File: config.mk
export PLATFORM = sky130hd
export DESIGN_NAME = swc_sleep_ctrl
export DESIGN_NICKNAME = d
export VERILOG_FILES = /design/src/logic/swc_pkg.sv /design/src/logic/swc_sleep_ctrl.sv
export SDC_FILE = /design/constraint.sdc
export NUM_CORES = 1
export LEC_CHECK = 0
export BUFFER_PORTS_ARGS = -buffer_cell sky130_fd_sc_hd__buf_4
export CAP_MARGIN = 0
export CORE_ASPECT_RATIO = 1.4
export CORE_MARGIN = 5
export CORE_UTILIZATION = 55
export DETAILED_ROUTE_END_ITERATION = 12
export GPL_TIMING_DRIVEN = 0
export PLACE_DENSITY = 0.9
export SYNTH_ARGS = -nofsm -noshare
export SYNTH_HDL_FRONTEND = slang
export SYNTH_SLANG_ARGS = --single-unit
File: constraint.sdc
create_clock -name i_clk -period 3.95 [get_ports i_clk]
set_input_delay 0.79 -clock i_clk [delete_from_list [all_inputs] [get_ports i_clk]]
set_output_delay 0.79 -clock i_clk [all_outputs]
set_load 0.005 [all_outputs]
File: src/logic/swc_pkg.sv
// Purpose: Constants and types for the sleep and wake-up controller
// Assumes: 100 MHz clock, 14-bit register port
// Notes:   Shared by the controller and its bench
package swc_pkg;
  // ----------------------------------------------------------------
  // Register port
  // ----------------------------------------------------------------
  localparam int          ADDR_W       = 14;
  localparam int          DATA_W       = 14;
  localparam logic [13:0] ADR_STATUS   = 14'h0000;
  localparam logic [13:0] ADR_FLAGS    = 14'h0001;
  localparam logic [13:0] ADR_ENABLE   = 14'h0002;
  localparam logic [13:0] ADR_ID_BASE  = 14'h2000;
  localparam int          ID_WORDS     = 4;
  localparam int          PD_BIT       = 3;
  localparam int          TO_BIT       = 4;
  // ----------------------------------------------------------------
  // Interrupt sources
  // ----------------------------------------------------------------
  localparam int          NSRC         = 6;
  localparam int          SRC_INT      = 0;
  localparam int          SRC_RB       = 1;
  localparam int          SRC_SIXTEEN_BIT_TIMER     = 2;
  localparam int          SRC_CAP      = 3;
  localparam int          SRC_SPEC     = 4;
  localparam int          SRC_OTHER    = 5;
  // ----------------------------------------------------------------
  // Core timing
  // ----------------------------------------------------------------
  localparam int          PC_W         = 13;
  localparam logic [12:0] INT_VECTOR   = 13'h0004;
  localparam logic [1:0]  LAST_PHASE   = 2'h3;
  localparam logic [1:0]  CP_UNPROG    = 2'h3;
  localparam int          CLK_NS       = 10;
  localparam int          OSC_START_NS = 100;
  localparam int          OSC_START_CYC = (OSC_START_NS + CLK_NS - 1) / CLK_NS;
  typedef enum logic [1:0] {SWC_RUN, SWC_SLEEP, SWC_WAKE} swc_state_type;
endpackage : swc_pkg

File: src/logic/swc_sleep_ctrl.sv
// Purpose: Sleep entry, wake-up and status flags of a small core
// Assumes: i_clk is the always-on wake clock; core runs while osc drive on
// Notes:   Functional notes below
// Functional notes
// - Sleep is entered only by executing the sleep instruction.
// - Entry clears watchdog, clears power-down, sets time-out, stops oscillator.
// - I/O pins hold their drive state throughout sleep.
// - Wake on reset pin, enabled watchdog time-out, or enabled interrupt.
// - Reset pin wake resets device; other wakes resume execution.
// - Power-down set at power-up; time-out cleared on watchdog time-out.
// - Peripheral wake only from async timer, capture, async special trigger.
// - Clock-dependent peripherals raise no interrupts during sleep.
// - Sleep execution prefetches the next program address.
// - Wake needs source enable; global enable does not matter.
// - After wake run next instruction, then vector if global enable set.
// - Pending enabled flag makes sleep a no-operation, flags untouched.
// - Interrupt during or after sleep execution wakes immediately.
// - Verify readout only while code protection bits unprogrammed.
// - Four ID words reachable only in program/verify mode.
// - Instruction cycle is four clocks; branches add a no-operation cycle.
// - Flags set by events regardless of any enable.
//
// The implementer's own choices: strobed register access and the placing of the registers.
`timescale 1ns/10ps
module swc_sleep_ctrl #(
  parameter int OSC_CYC = swc_pkg::OSC_START_CYC
) (
  input  wire logic                       i_clk,
  input  wire logic                       i_nrst,
  input  wire logic                       i_ce,
  input  wire logic [swc_pkg::ADDR_W-1:0] i_addr,
  input  wire logic [swc_pkg::DATA_W-1:0] i_wdata,
  input  wire logic                       i_wr,
  input  wire logic                       i_rd,
  output logic      [swc_pkg::DATA_W-1:0] o_rdata,
  input  wire logic                       i_sleep_instr,
  input  wire logic                       i_watchdog_clear_instr,
  input  wire logic                       i_pc_change,
  input  wire logic [swc_pkg::PC_W-1:0]   i_pc,
  input  wire logic                       i_global_irq_enable,
  input  wire logic                       i_ext_reset_pin_n,
  input  wire logic                       i_wdt_enable,
  input  wire logic                       i_wdt_timeout,
  input  wire logic [swc_pkg::NSRC-1:0]   i_irq_event,
  input  wire logic                       i_timer_async,
  input  wire logic                       i_timer_ext_clk,
  input  wire logic                       i_capture_mode,
  input  wire logic                       i_prog_mode,
  input  wire logic [1:0]                 i_code_protect,
  output logic                            o_cycle_stb,
  output logic                            o_exec_nop,
  output logic                            o_prefetch,
  output logic      [swc_pkg::PC_W-1:0]   o_prefetch_addr,
  output logic                            o_wdt_clear,
  output logic                            o_osc_drive_en,
  output logic                            o_io_hold,
  output logic                            o_dev_reset,
  output logic                            o_vector_req,
  output logic      [swc_pkg::PC_W-1:0]   o_vector_addr,
  output logic                            o_verify_en
);
  import swc_pkg::*;

  initial begin
    if (OSC_CYC < 1 || OSC_CYC > 255) $error("OSC_CYC out of range");
  end

  // ----------------------------------------------------------------
  // Pin synchronisers
  // ----------------------------------------------------------------
  logic            rst_s1_q, rst_s2_q;
  logic            wdt_s1_q, wdt_s2_q, wdt_s3_q;
  logic [NSRC-1:0] ev_s1_q, ev_s2_q, ev_s3_q;

  always_ff @(posedge i_clk) begin
    if (!i_nrst) begin
      {rst_s1_q, rst_s2_q} <= 2'h3;
      {wdt_s1_q, wdt_s2_q, wdt_s3_q} <= 3'h0;
      ev_s1_q <= '0;
      ev_s2_q <= '0;
      ev_s3_q <= '0;
    end else if (i_ce) begin
      rst_s1_q <= i_ext_reset_pin_n;
      rst_s2_q <= rst_s1_q;
      wdt_s1_q <= i_wdt_timeout;
      wdt_s2_q <= wdt_s1_q;
      wdt_s3_q <= wdt_s2_q;
      ev_s1_q  <= i_irq_event;
      ev_s2_q  <= ev_s1_q;
      ev_s3_q  <= ev_s2_q;
    end
  end

  // ----------------------------------------------------------------
  // Decode and event terms
  // ----------------------------------------------------------------
  swc_state_type   state_q, state_d;
  logic [1:0]      phase_q;
  logic [7:0]      osc_cnt_q;
  logic            pd_q, to_q, nop_q, vec_q;
  logic [NSRC-1:0] flag_q, enab_q;
  logic [DATA_W-1:0] id_mem [ID_WORDS];

  function automatic logic hit(input logic [ADDR_W-1:0] a, input logic [ADDR_W-1:0] b);
    hit = (a == b);
  endfunction : hit

  wire             asleep     = (state_q == SWC_SLEEP);
  wire             ext_rst    = !rst_s2_q;
  wire             wdt_ev     = wdt_s2_q && !wdt_s3_q && i_wdt_enable;
  wire [NSRC-1:0]  ev_rise    = ev_s2_q & ~ev_s3_q;
  wire [NSRC-1:0]  sleep_ok   = {1'b0, i_timer_async & i_timer_ext_clk, i_capture_mode,
                                 i_timer_async, 2'h3};
  wire [NSRC-1:0]  ev_set     = asleep ? (ev_rise & sleep_ok) : ev_rise;
  wire [NSRC-1:0]  flag_clr   = (i_wr && hit(i_addr, ADR_FLAGS)) ? ~i_wdata[NSRC-1:0] : '0;
  wire             pending    = |(flag_q & enab_q);
  wire             wake_irq   = |(flag_q & enab_q & sleep_ok);
  wire             cyc_stb    = (state_q == SWC_RUN) && (phase_q == LAST_PHASE);
  wire             sleep_exec = cyc_stb && !nop_q && i_sleep_instr;
  wire             sleep_go   = sleep_exec && !pending;
  wire             watchdog_clear_instr     = cyc_stb && !nop_q && i_watchdog_clear_instr;
  wire             osc_done   = (osc_cnt_q == 8'(OSC_CYC - 1));
  wire             id_sel     = (i_addr[ADDR_W-1:2] == ADR_ID_BASE[ADDR_W-1:2]);
  wire [1:0]       id_idx     = i_addr[1:0];
  wire             id_wr      = i_wr && i_prog_mode && id_sel;
  wire [DATA_W-1:0] stat_word = DATA_W'({to_q, pd_q}) << PD_BIT;
  wire [DATA_W-1:0] rd_mux    = hit(i_addr, ADR_STATUS) ? stat_word :
                                hit(i_addr, ADR_FLAGS)  ? DATA_W'(flag_q) :
                                hit(i_addr, ADR_ENABLE) ? DATA_W'(enab_q) :
                                (id_sel && i_prog_mode) ? id_mem[id_idx] : '0;

  // ----------------------------------------------------------------
  // Sleep state machine
  // ----------------------------------------------------------------
  always_comb begin
    state_d = state_q;
    case (state_q)
      SWC_RUN:   if (sleep_go) state_d = SWC_SLEEP;
      SWC_SLEEP: if (ext_rst) state_d = SWC_RUN;
                 else if (wdt_ev || wake_irq) state_d = SWC_WAKE;
      SWC_WAKE:  if (ext_rst) state_d = SWC_RUN;
                 else if (osc_done) state_d = SWC_RUN;
      default:   state_d = SWC_RUN;
    endcase
  end

  always_ff @(posedge i_clk) begin
    if (!i_nrst) begin
      state_q   <= SWC_RUN;
      osc_cnt_q <= 8'h00;
    end else if (i_ce) begin
      state_q   <= state_d;
      osc_cnt_q <= (state_q == SWC_WAKE) ? osc_cnt_q + 8'h01 : 8'h00;
    end
  end

  // ----------------------------------------------------------------
  // Instruction cycle and vectoring
  // ----------------------------------------------------------------
  always_ff @(posedge i_clk) begin
    if (!i_nrst || ext_rst) begin
      phase_q <= 2'h0;
      nop_q   <= 1'b0;
      vec_q   <= 1'b0;
    end else if (i_ce) begin
      if (state_q == SWC_RUN) phase_q <= phase_q + 2'h1;
      if (cyc_stb) nop_q <= !nop_q && i_pc_change;
      if (state_q == SWC_WAKE && osc_done) vec_q <= i_global_irq_enable;
      else if (cyc_stb && !nop_q) vec_q <= 1'b0;
    end
  end

  // ----------------------------------------------------------------
  // Status flags
  // ----------------------------------------------------------------
  always_ff @(posedge i_clk) begin
    if (!i_nrst) begin
      pd_q <= 1'b1;
      to_q <= 1'b1;
    end else if (i_ce) begin
      if (wdt_ev) to_q <= 1'b0;
      else if (sleep_go) begin
        pd_q <= 1'b0;
        to_q <= 1'b1;
      end else if (watchdog_clear_instr) begin
        pd_q <= 1'b1;
        to_q <= 1'b1;
      end
    end
  end

  // ----------------------------------------------------------------
  // Interrupt flags and enables
  // ----------------------------------------------------------------
  always_ff @(posedge i_clk) begin
    if (!i_nrst) begin
      flag_q <= '0;
      enab_q <= '0;
    end else if (i_ce) begin
      flag_q <= (flag_q & ~flag_clr) | ev_set;
      if (i_wr && hit(i_addr, ADR_ENABLE)) enab_q <= i_wdata[NSRC-1:0];
    end
  end

  always_ff @(posedge i_clk) begin
    if (i_ce && id_wr) id_mem[id_idx] <= i_wdata;
  end

  // ----------------------------------------------------------------
  // Outputs
  // ----------------------------------------------------------------
  always_ff @(posedge i_clk) begin
    if (!i_nrst) begin
      o_rdata         <= '0;
      o_prefetch_addr <= '0;
      o_dev_reset     <= 1'b0;
    end else if (i_ce) begin
      o_rdata     <= i_rd ? rd_mux : '0;
      o_dev_reset <= ext_rst || (wdt_ev && !asleep);
      if (sleep_exec) o_prefetch_addr <= i_pc + PC_W'(1);
    end
  end

  assign o_cycle_stb    = cyc_stb;
  assign o_exec_nop     = cyc_stb && nop_q;
  assign o_prefetch     = sleep_exec;
  assign o_wdt_clear    = sleep_go || watchdog_clear_instr;
  assign o_osc_drive_en = !asleep;
  assign o_io_hold      = asleep;
  assign o_vector_req   = cyc_stb && !nop_q && vec_q;
  assign o_vector_addr  = INT_VECTOR;
  assign o_verify_en    = i_prog_mode && (i_code_protect == CP_UNPROG);
endmodule : swc_sleep_ctrl

==> results of run 1 <==
per-stage QoR:
stage | TNS, ps | total power (W) | cell area, sq um | cells
after global placement | -4750 | 0.00170 | 6770 | 766
after CTS | 0 | 0.00336 | 7420 | 799
after floorplan | 0 | 0.00161 | 5860 | 529
after detailed placement | 0 | 0.00171 | 6790 | 767
after global routing | 0 | 0.00345 | 7420 | 799
final | 0 | 0.00335 | 7420 | 799
layout make-up:
type / count / area [sq um] / area share (%)
plain buffers: 37 / 195 / 2.63
clock buffers: 17 / 425 / 5.73
clock inverters: 15 / 203 / 2.73
inverters: 8 / 30.0 / 0.405
multi-input cells: 349 / 2380 / 32.0
flip-flops and latches: 135 / 3260 / 44.0
well taps: 138 / 173 / 2.33
repair buffers: 100 / 754 / 10.2
worst max-delay path, delay by kind of cell:
kind	cells	cell delay, ps
AND/OR/NAND/NOR	4	2480
buffers and inverters	1	110
power groups by stage:
| stage | registers (W) | logic (W) | clock network, W |
|---|---|---|---|
| 3_3_place_gp | 0.00151 | 0.000197 | 0 |
| 6_report | 0.00148 | 0.000211 | 0.00167 |
| 3_5_place_dp | 0.00151 | 0.000206 | 0 |
| 4_1_cts | 0.00148 | 0.000209 | 0.00167 |
| 5_1_grt | 0.00148 | 0.000228 | 0.00174 |
| 2_1_floorplan | 0.00150 | 0.000107 | 0 |
flip-flops by register name, indices dropped and copies added, names as in the netlist, 2 cells and up:
register,cells
id_mem,56
flag_q,6
ev_s3_q,6
ev_s1_q,6
phase_q,2
o_prefetch_addr,13
enab_q,6
o_rdata,14
ev_s2_q,6
osc_cnt_q,8
state_q,2
cell families (layout without fill, tap and decap cells):
logic type	after synthesis	in the layout	share of synthesized area, %
buf+inv	45	177	3.87
flops	135	135	56.1
fa+ha+maj	4	4	0.860
simple gates	186	186	17.3
compound gates	87	87	8.95
xor+xnor	15	15	2.26
other cells	2	13	0.129
mux	44	44	10.6
worst max path at each step:
stage              start      endpoint  slack [ps]  cells after the start
6_report       i_addr[3]  id_mem[3][5]         590                      5
5_1_grt        i_addr[3]  id_mem[2][2]         400                      5
4_1_cts        i_addr[3]  id_mem[1][7]         560                      5
3_5_place_dp   i_addr[3]  id_mem[1][7]         150                      5
3_3_place_gp   i_addr[7]  id_mem[0][6]        -340                      5
2_1_floorplan  i_addr[3]  id_mem[0][0]         730                      4
cells in the final DEF, fill, tap and decap left out, types with 17 or more instances in the layout:
master and instances:
sky130_fd_sc_hd__a21oi_1 25, sky130_fd_sc_hd__buf_4 112, sky130_fd_sc_hd__clkbuf_16 17, sky130_fd_sc_hd__dfxtp_1 79
sky130_fd_sc_hd__edfxtp_1 56, sky130_fd_sc_hd__mux2i_1 30, sky130_fd_sc_hd__nand2_1 43, sky130_fd_sc_hd__nor2_1 42
sky130_fd_sc_hd__o21ai_0 22
metal layers:
layer  GRT usage, %  vias up  wire length (um)
li1               -     2135                 -
met2           44.9      264              8320
met3           8.91       49              1460
met4           11.0        0               478
met1           22.8     2234              5100
met5              0        -                 0
==> run_results.csv, run 1 <==
group,metric,value,unit
route,iteration_0_drc_count_of_the_detailed_router,400,
placed_design,hpwl,11100,um
floorplanning,boundaryPins,114,
logic_synthesis,sequential_fraction_of_the_synthesis_area,56.1,%
layout,final_util,71.7,%
sta,finalWorstPathRequiredPeriod,3360,ps
critical_path,crit_path_max_fanout,14,
floorplanning,die-height,132,um
clocking,tritoncts,"yes",
critical_path,cpPeakStageDelay,1120,ps
power,sw_frac_of_total,21.7,%
route,detail_route.wirelength,15400,um
route,drt.antenna.violating_nets,0,
sta,layout_setup_ws,588,ps
route,detailedRoute.firstPassIterationCount,7,
clocking,cts.reportedPaths.clkPinSlew,60,ps
critical_path,cp_cell_sequence,"buf_4 > nor4_1 > nand4_1 > or2_1 > nor2_1",
power,combPwrFrac,6.3,%
sta,worst_pin_slew,1440,ps
power,clock_power_share,49.7,%
power,irDropWorstVdd,0.354,mV
layout,fillers,701,
logic_synthesis,yosys.cell_count.top_type,"sky130_fd_sc_hd__dfxtp_1",
floorplanning,fp.dieW,96.9,um
layout,synthToLayoutAreaGrowth,27.6,%
clocking,clk_path_buf_depth,2,
power,share_of_power_burned_in_registers,44.0,%
critical_path,critical_path.endpoint_type,"flip-flop",
critical_path,worst_ep_arrival_time,3380,ps
clocking,cts_buffers,17,
route,routed_vias,4682,
critical_path,timing_worst_setup_path_type,"in2reg",
critical_path,startpoint_class_of_the_critical_path,"input port",
logic_synthesis,postSynthCellCount,518,
clocking,cts-resized-gates,0,
power,power.density_cell_area,452,nW/um^2
logic_synthesis,yosys-top-cells-count,"79 x sky130_fd_sc_hd__dfxtp_1, 56 x sky130_fd_sc_hd__edfxtp_1, 43 x sky130_fd_sc_hd__nand2_1, 43 x sky130_fd_sc_hd__nor2_1, 30 x sky130_fd_sc_hd__mux2i_1",
route,drt_drc_violations_left,0,
floorplanning,die_area,12800,sq um
sta,whs,462,ps
placed_design,gp_congestion,0.881,
clocking,post-cts-setup-buffer-count,0,
sta,slew-limit-headroom,3.54,%
global_route,grt.total_usage,24.0,%
power,total_switching_power,0.000729,W
logic_synthesis,synth-warning-count,0,
worst_hold_path,worstHoldPathCells,2,
power,p_leak,2.86,nW
logic_synthesis,netlist.top_cell.by_area,"sky130_fd_sc_hd__edfxtp_1",
worst_hold_path,whs_endpoint,"ev_s3_q[4]",
sta,hold_viol_final,0,
worst_hold_path,hold_path_startpoint,"ev_s3_q[4]",
logic_synthesis,synth.avg_cell_area,11.2,sq um
clocking,cts-root-buf,"sky130_fd_sc_hd__clkbuf_16",
sta,unrepaired_setup_endpoints_after_global_routing,"no",
floorplanning,row_count,44,
logic_synthesis,synth-seq-cells,135,
layout,layout-drive-gt1-share,26.0,%
critical_path,timing.reg2reg.setup_slack,1810,ps
sta,final_max_slew_viols,0,
logic_synthesis,synthFlopType,"sky130_fd_sc_hd__dfxtp_1",
route,avgRoutedWirePerCell,19.2,um
global_route,grt_pass1_vias,4924,
placed_design,place.port_buffers,99,
placed_design,placement.setup.worst_slack,145,ps
route,routed_via_density,5.86,
critical_path,standard_cell_with_the_maximum_stage_delay_on_the_critical_path,"sky130_fd_sc_hd__nor2_1",
floorplanning,initial_core_util,56.2,%
sta,total_of_endpoints_with_negative_setup_slack_in_the_final_report,0,
layout,layout.nets,717,
global_route,first_pass_grt_wire_length,24200,um
clocking,cts_sinks,135,
sta,final_min_period_over_clock_period,85.1,%
logic_synthesis,netlist-cell-type-count,53,
run_status,status,"completed",
global_route,globalRouteOverflowTotal,0,
global_route,initial_antenna_violation_count,0,
layout,ant_diodes,0,
critical_path,timing.rr.end,"o_prefetch_addr[7]",
critical_path,worst-endpoint-required,3970,ps
worst_hold_path,worstHoldPathType,"reg2reg",
logic_synthesis,synth_top_cell_area_share,28.9,%
global_route,pin_count_of_the_biggest_net_entering_global_routing,17,
logic_synthesis,async_flop_share,0,%
clocking,hold_buffers,0,
logic_synthesis,synth.top_cells.by_area,"sky130_fd_sc_hd__edfxtp_1 29%, sky130_fd_sc_hd__dfxtp_1 27%, sky130_fd_sc_hd__mux4_2 5.4%",
clocking,clock_insertion_delay_worst_skew,420,ps
sta,highest_achievable_clock_rate,297,MHz
clocking,h-tree-depth,4,
logic_synthesis,synth_edf_count,56,
critical_path,rr_worst_depth,7,
job,drv.max_cap_violation_count,0,
sta,skew,5.84,ps
critical_path,r2r-start,"phase_q[0]",
logic_synthesis,synth.cell_area,5820,sq um
power,power_report.internal_total,0.00263,W
floorplanning,fp.coreArea,10300,sq um
Power figures use the tool's default switching activity.
==> inputs of run 2 (changes only) <==
- PLACE_DENSITY: 0.9 -> 0.8
==> run_results.csv, run 2 (synthesis gave the netlist of run 1 again) <==
group,metric,value,unit
sta,unrepaired_setup_endpoints_after_global_routing,"no",
clocking,hold_buffers,0,
sta,hold_viol_final,0,
critical_path,rr_worst_depth,7,
worst_hold_path,worstHoldPathType,"reg2reg",
placed_design,place.port_buffers,99,
critical_path,r2r-start,"phase_q[0]",
layout,largest_registers,"id_mem x56, o_rdata x14, o_prefetch_addr x13",
critical_path,worstSetupStartpoint,"i_addr[3]",
clocking,cts_buffers,17,
critical_path,timing.reg2reg.setup_slack,1820,ps
clocking,cts.reportedPaths.clkPinSlew,50,ps
global_route,first_pass_grt_wire_length,23000,um
sta,whs,453,ps
critical_path,critical_path.endpoint_type,"flip-flop",
placed_design,gp_congestion,0.847,
critical_path,worst_ep_arrival_time,3150,ps
clocking,cts-resized-gates,0,
global_route,pin_count_of_the_biggest_net_entering_global_routing,17,
route,iteration_0_drc_count_of_the_detailed_router,244,
power,p_leak,2.86,nW
critical_path,worst-endpoint-required,4070,ps
critical_path,crit_path_max_fanout,9,
critical_path,startpoint_class_of_the_critical_path,"input port",
clocking,cts-root-buf,"sky130_fd_sc_hd__clkbuf_16",
power,power,0.00324,W
worst_hold_path,worstHoldPathCells,2,
floorplanning,fp.coreArea,10300,sq um
layout,synthToLayoutAreaGrowth,27.1,%
global_route,globalRouteOverflowTotal,0,
layout,final_cell_mix,"112 x sky130_fd_sc_hd__buf_4, 79 x sky130_fd_sc_hd__dfxtp_1, 56 x sky130_fd_sc_hd__edfxtp_1, 43 x sky130_fd_sc_hd__nand2_1, 41 x sky130_fd_sc_hd__nor2_1",
job,drv.max_cap_violation_count,0,
clocking,clk_path_buf_depth,2,
floorplanning,fp.dieW,96.9,um
layout,registers.top_by_ff_count,"id_mem",
route,routed_via_density,5.54,
layout,post-route-cell-area,7390,sq um
clocking,clock_insertion_delay_worst_skew,410,ps
route,avgRoutedWirePerCell,17.2,um
route,detail_route.wirelength,13800,um
clocking,h-tree-depth,4,
floorplanning,die_area,12800,sq um
route,drt.antenna.violating_nets,0,
global_route,grt_pass1_vias,4687,
route,drt_drc_violations_left,0,
layout,mostFrequentLayoutCell,"sky130_fd_sc_hd__buf_4",
sta,highest_achievable_clock_rate,330,MHz
worst_hold_path,hold_path_startpoint,"o_rdata[4]",
run_status,status,"completed",
route,routed_vias,4432,
clocking,post-cts-setup-buffer-count,0,
placed_design,postPlaceCellArea,6790,sq um
placed_design,hpwl,10300,um
floorplanning,row_count,44,
layout,layout.nets,718,
sta,worst_pin_slew,871,ps
power,power.density_cell_area,438,nW/um^2
floorplanning,die-height,132,um
layout,instances_no_fill,800,
floorplanning,initial_core_util,56.2,%
route,detailedRoute.firstPassIterationCount,5,
sta,total_of_endpoints_with_negative_setup_slack_in_the_final_report,0,
sta,slew-limit-headroom,41.9,%
power,irDropWorstVdd,0.360,mV
global_route,initial_antenna_violation_count,0,
sta,final_max_slew_viols,0,
placed_design,placed_cells_incl_taps,767,
layout,largest_register_ff_count,56,
floorplanning,boundaryPins,114,
global_route,grt.total_usage,22.4,%
clocking,cts_sinks,135,
sta,final_min_period_over_clock_period,76.8,%
critical_path,timing_worst_setup_path_type,"in2reg",
layout,ant_diodes,0,
clocking,tritoncts,"yes",
sta,finalWorstPathRequiredPeriod,3030,ps
sta,skew,6.33,ps
layout,layout-drive-gt1-share,26.3,%
## run 2: cell count changes in the layout (fill, tap and decap cells not counted)
cell / before / now
sky130_fd_sc_hd__clkinv_2: 1 / 6
sky130_fd_sc_hd__clkinv_4: 4 / 2
sky130_fd_sc_hd__buf_6: 1 / 2
sky130_fd_sc_hd__bufinv_16: 4 / 3
sky130_fd_sc_hd__clkbuf_1: 12 / 13
sky130_fd_sc_hd__clkinv_1: 3 / 2
sky130_fd_sc_hd__clkinvlp_4: 2 / 1
sky130_fd_sc_hd__inv_8: 1 / 0
sky130_fd_sc_hd__nor2_1: 42 / 41
sky130_fd_sc_hd__nor2_2: 1 / 2
## run 2: final cells by class
cell class / instances / area (sq um)
clock inverter: 14 / 158
sequential: 135 / 3260
tap: 138 / 173
inverter: 8 / 30.0
buffer: 37 / 195
multi-input combinational: 349 / 2380
fill: 757 / 2960
timing repair buffer: 101 / 766
clock buffer: 18 / 429
## run 2: through the flow
stage,worst slack [ps],util [%],TNS [ps]
finish,918,71.4,0
global route,617,71.4,0
CTS,539,71.3,0
detailed placement,105,65.6,0
global placement,-424,65.4,-5930
floorplan,727,-,0
## run 2: power by group
part | internal [W] | switching (W) | leakage (nW) | total [W]
registers | 0.00147 | 0.0000112 | 1.14 | 0.00148
clock network | 0.000985 | 0.000568 | 0.291 | 0.00155
logic | 0.000100 | 0.000106 | 1.43 | 0.000206
total | 0.00255 | 0.000685 | 2.86 | 0.00324
## run 2: final timing paths
path	to
hold / removal	o_rdata[4]
setup / recovery	id_mem[2][1]
hold reg to reg	o_rdata[4]
setup reg to reg	o_prefetch_addr[10]
## run 2: layer usage
metal,vias to the layer above,global-route usage [%],part of all wire (%)
met5,-,0,0
met1,2060,24.5,37
met4,0,8.12,2.1
met3,31,8.85,9.1
met2,213,39.1,51
li1,2128,-,-
## run 2: worst max-delay path, stage by stage
cell                      delay [ps]
sky130_fd_sc_hd__buf_4           110
sky130_fd_sc_hd__nor4_1          420
sky130_fd_sc_hd__nand4_1         490
sky130_fd_sc_hd__or2_1           460
sky130_fd_sc_hd__nor2_1          640
sky130_fd_sc_hd__buf_6           240
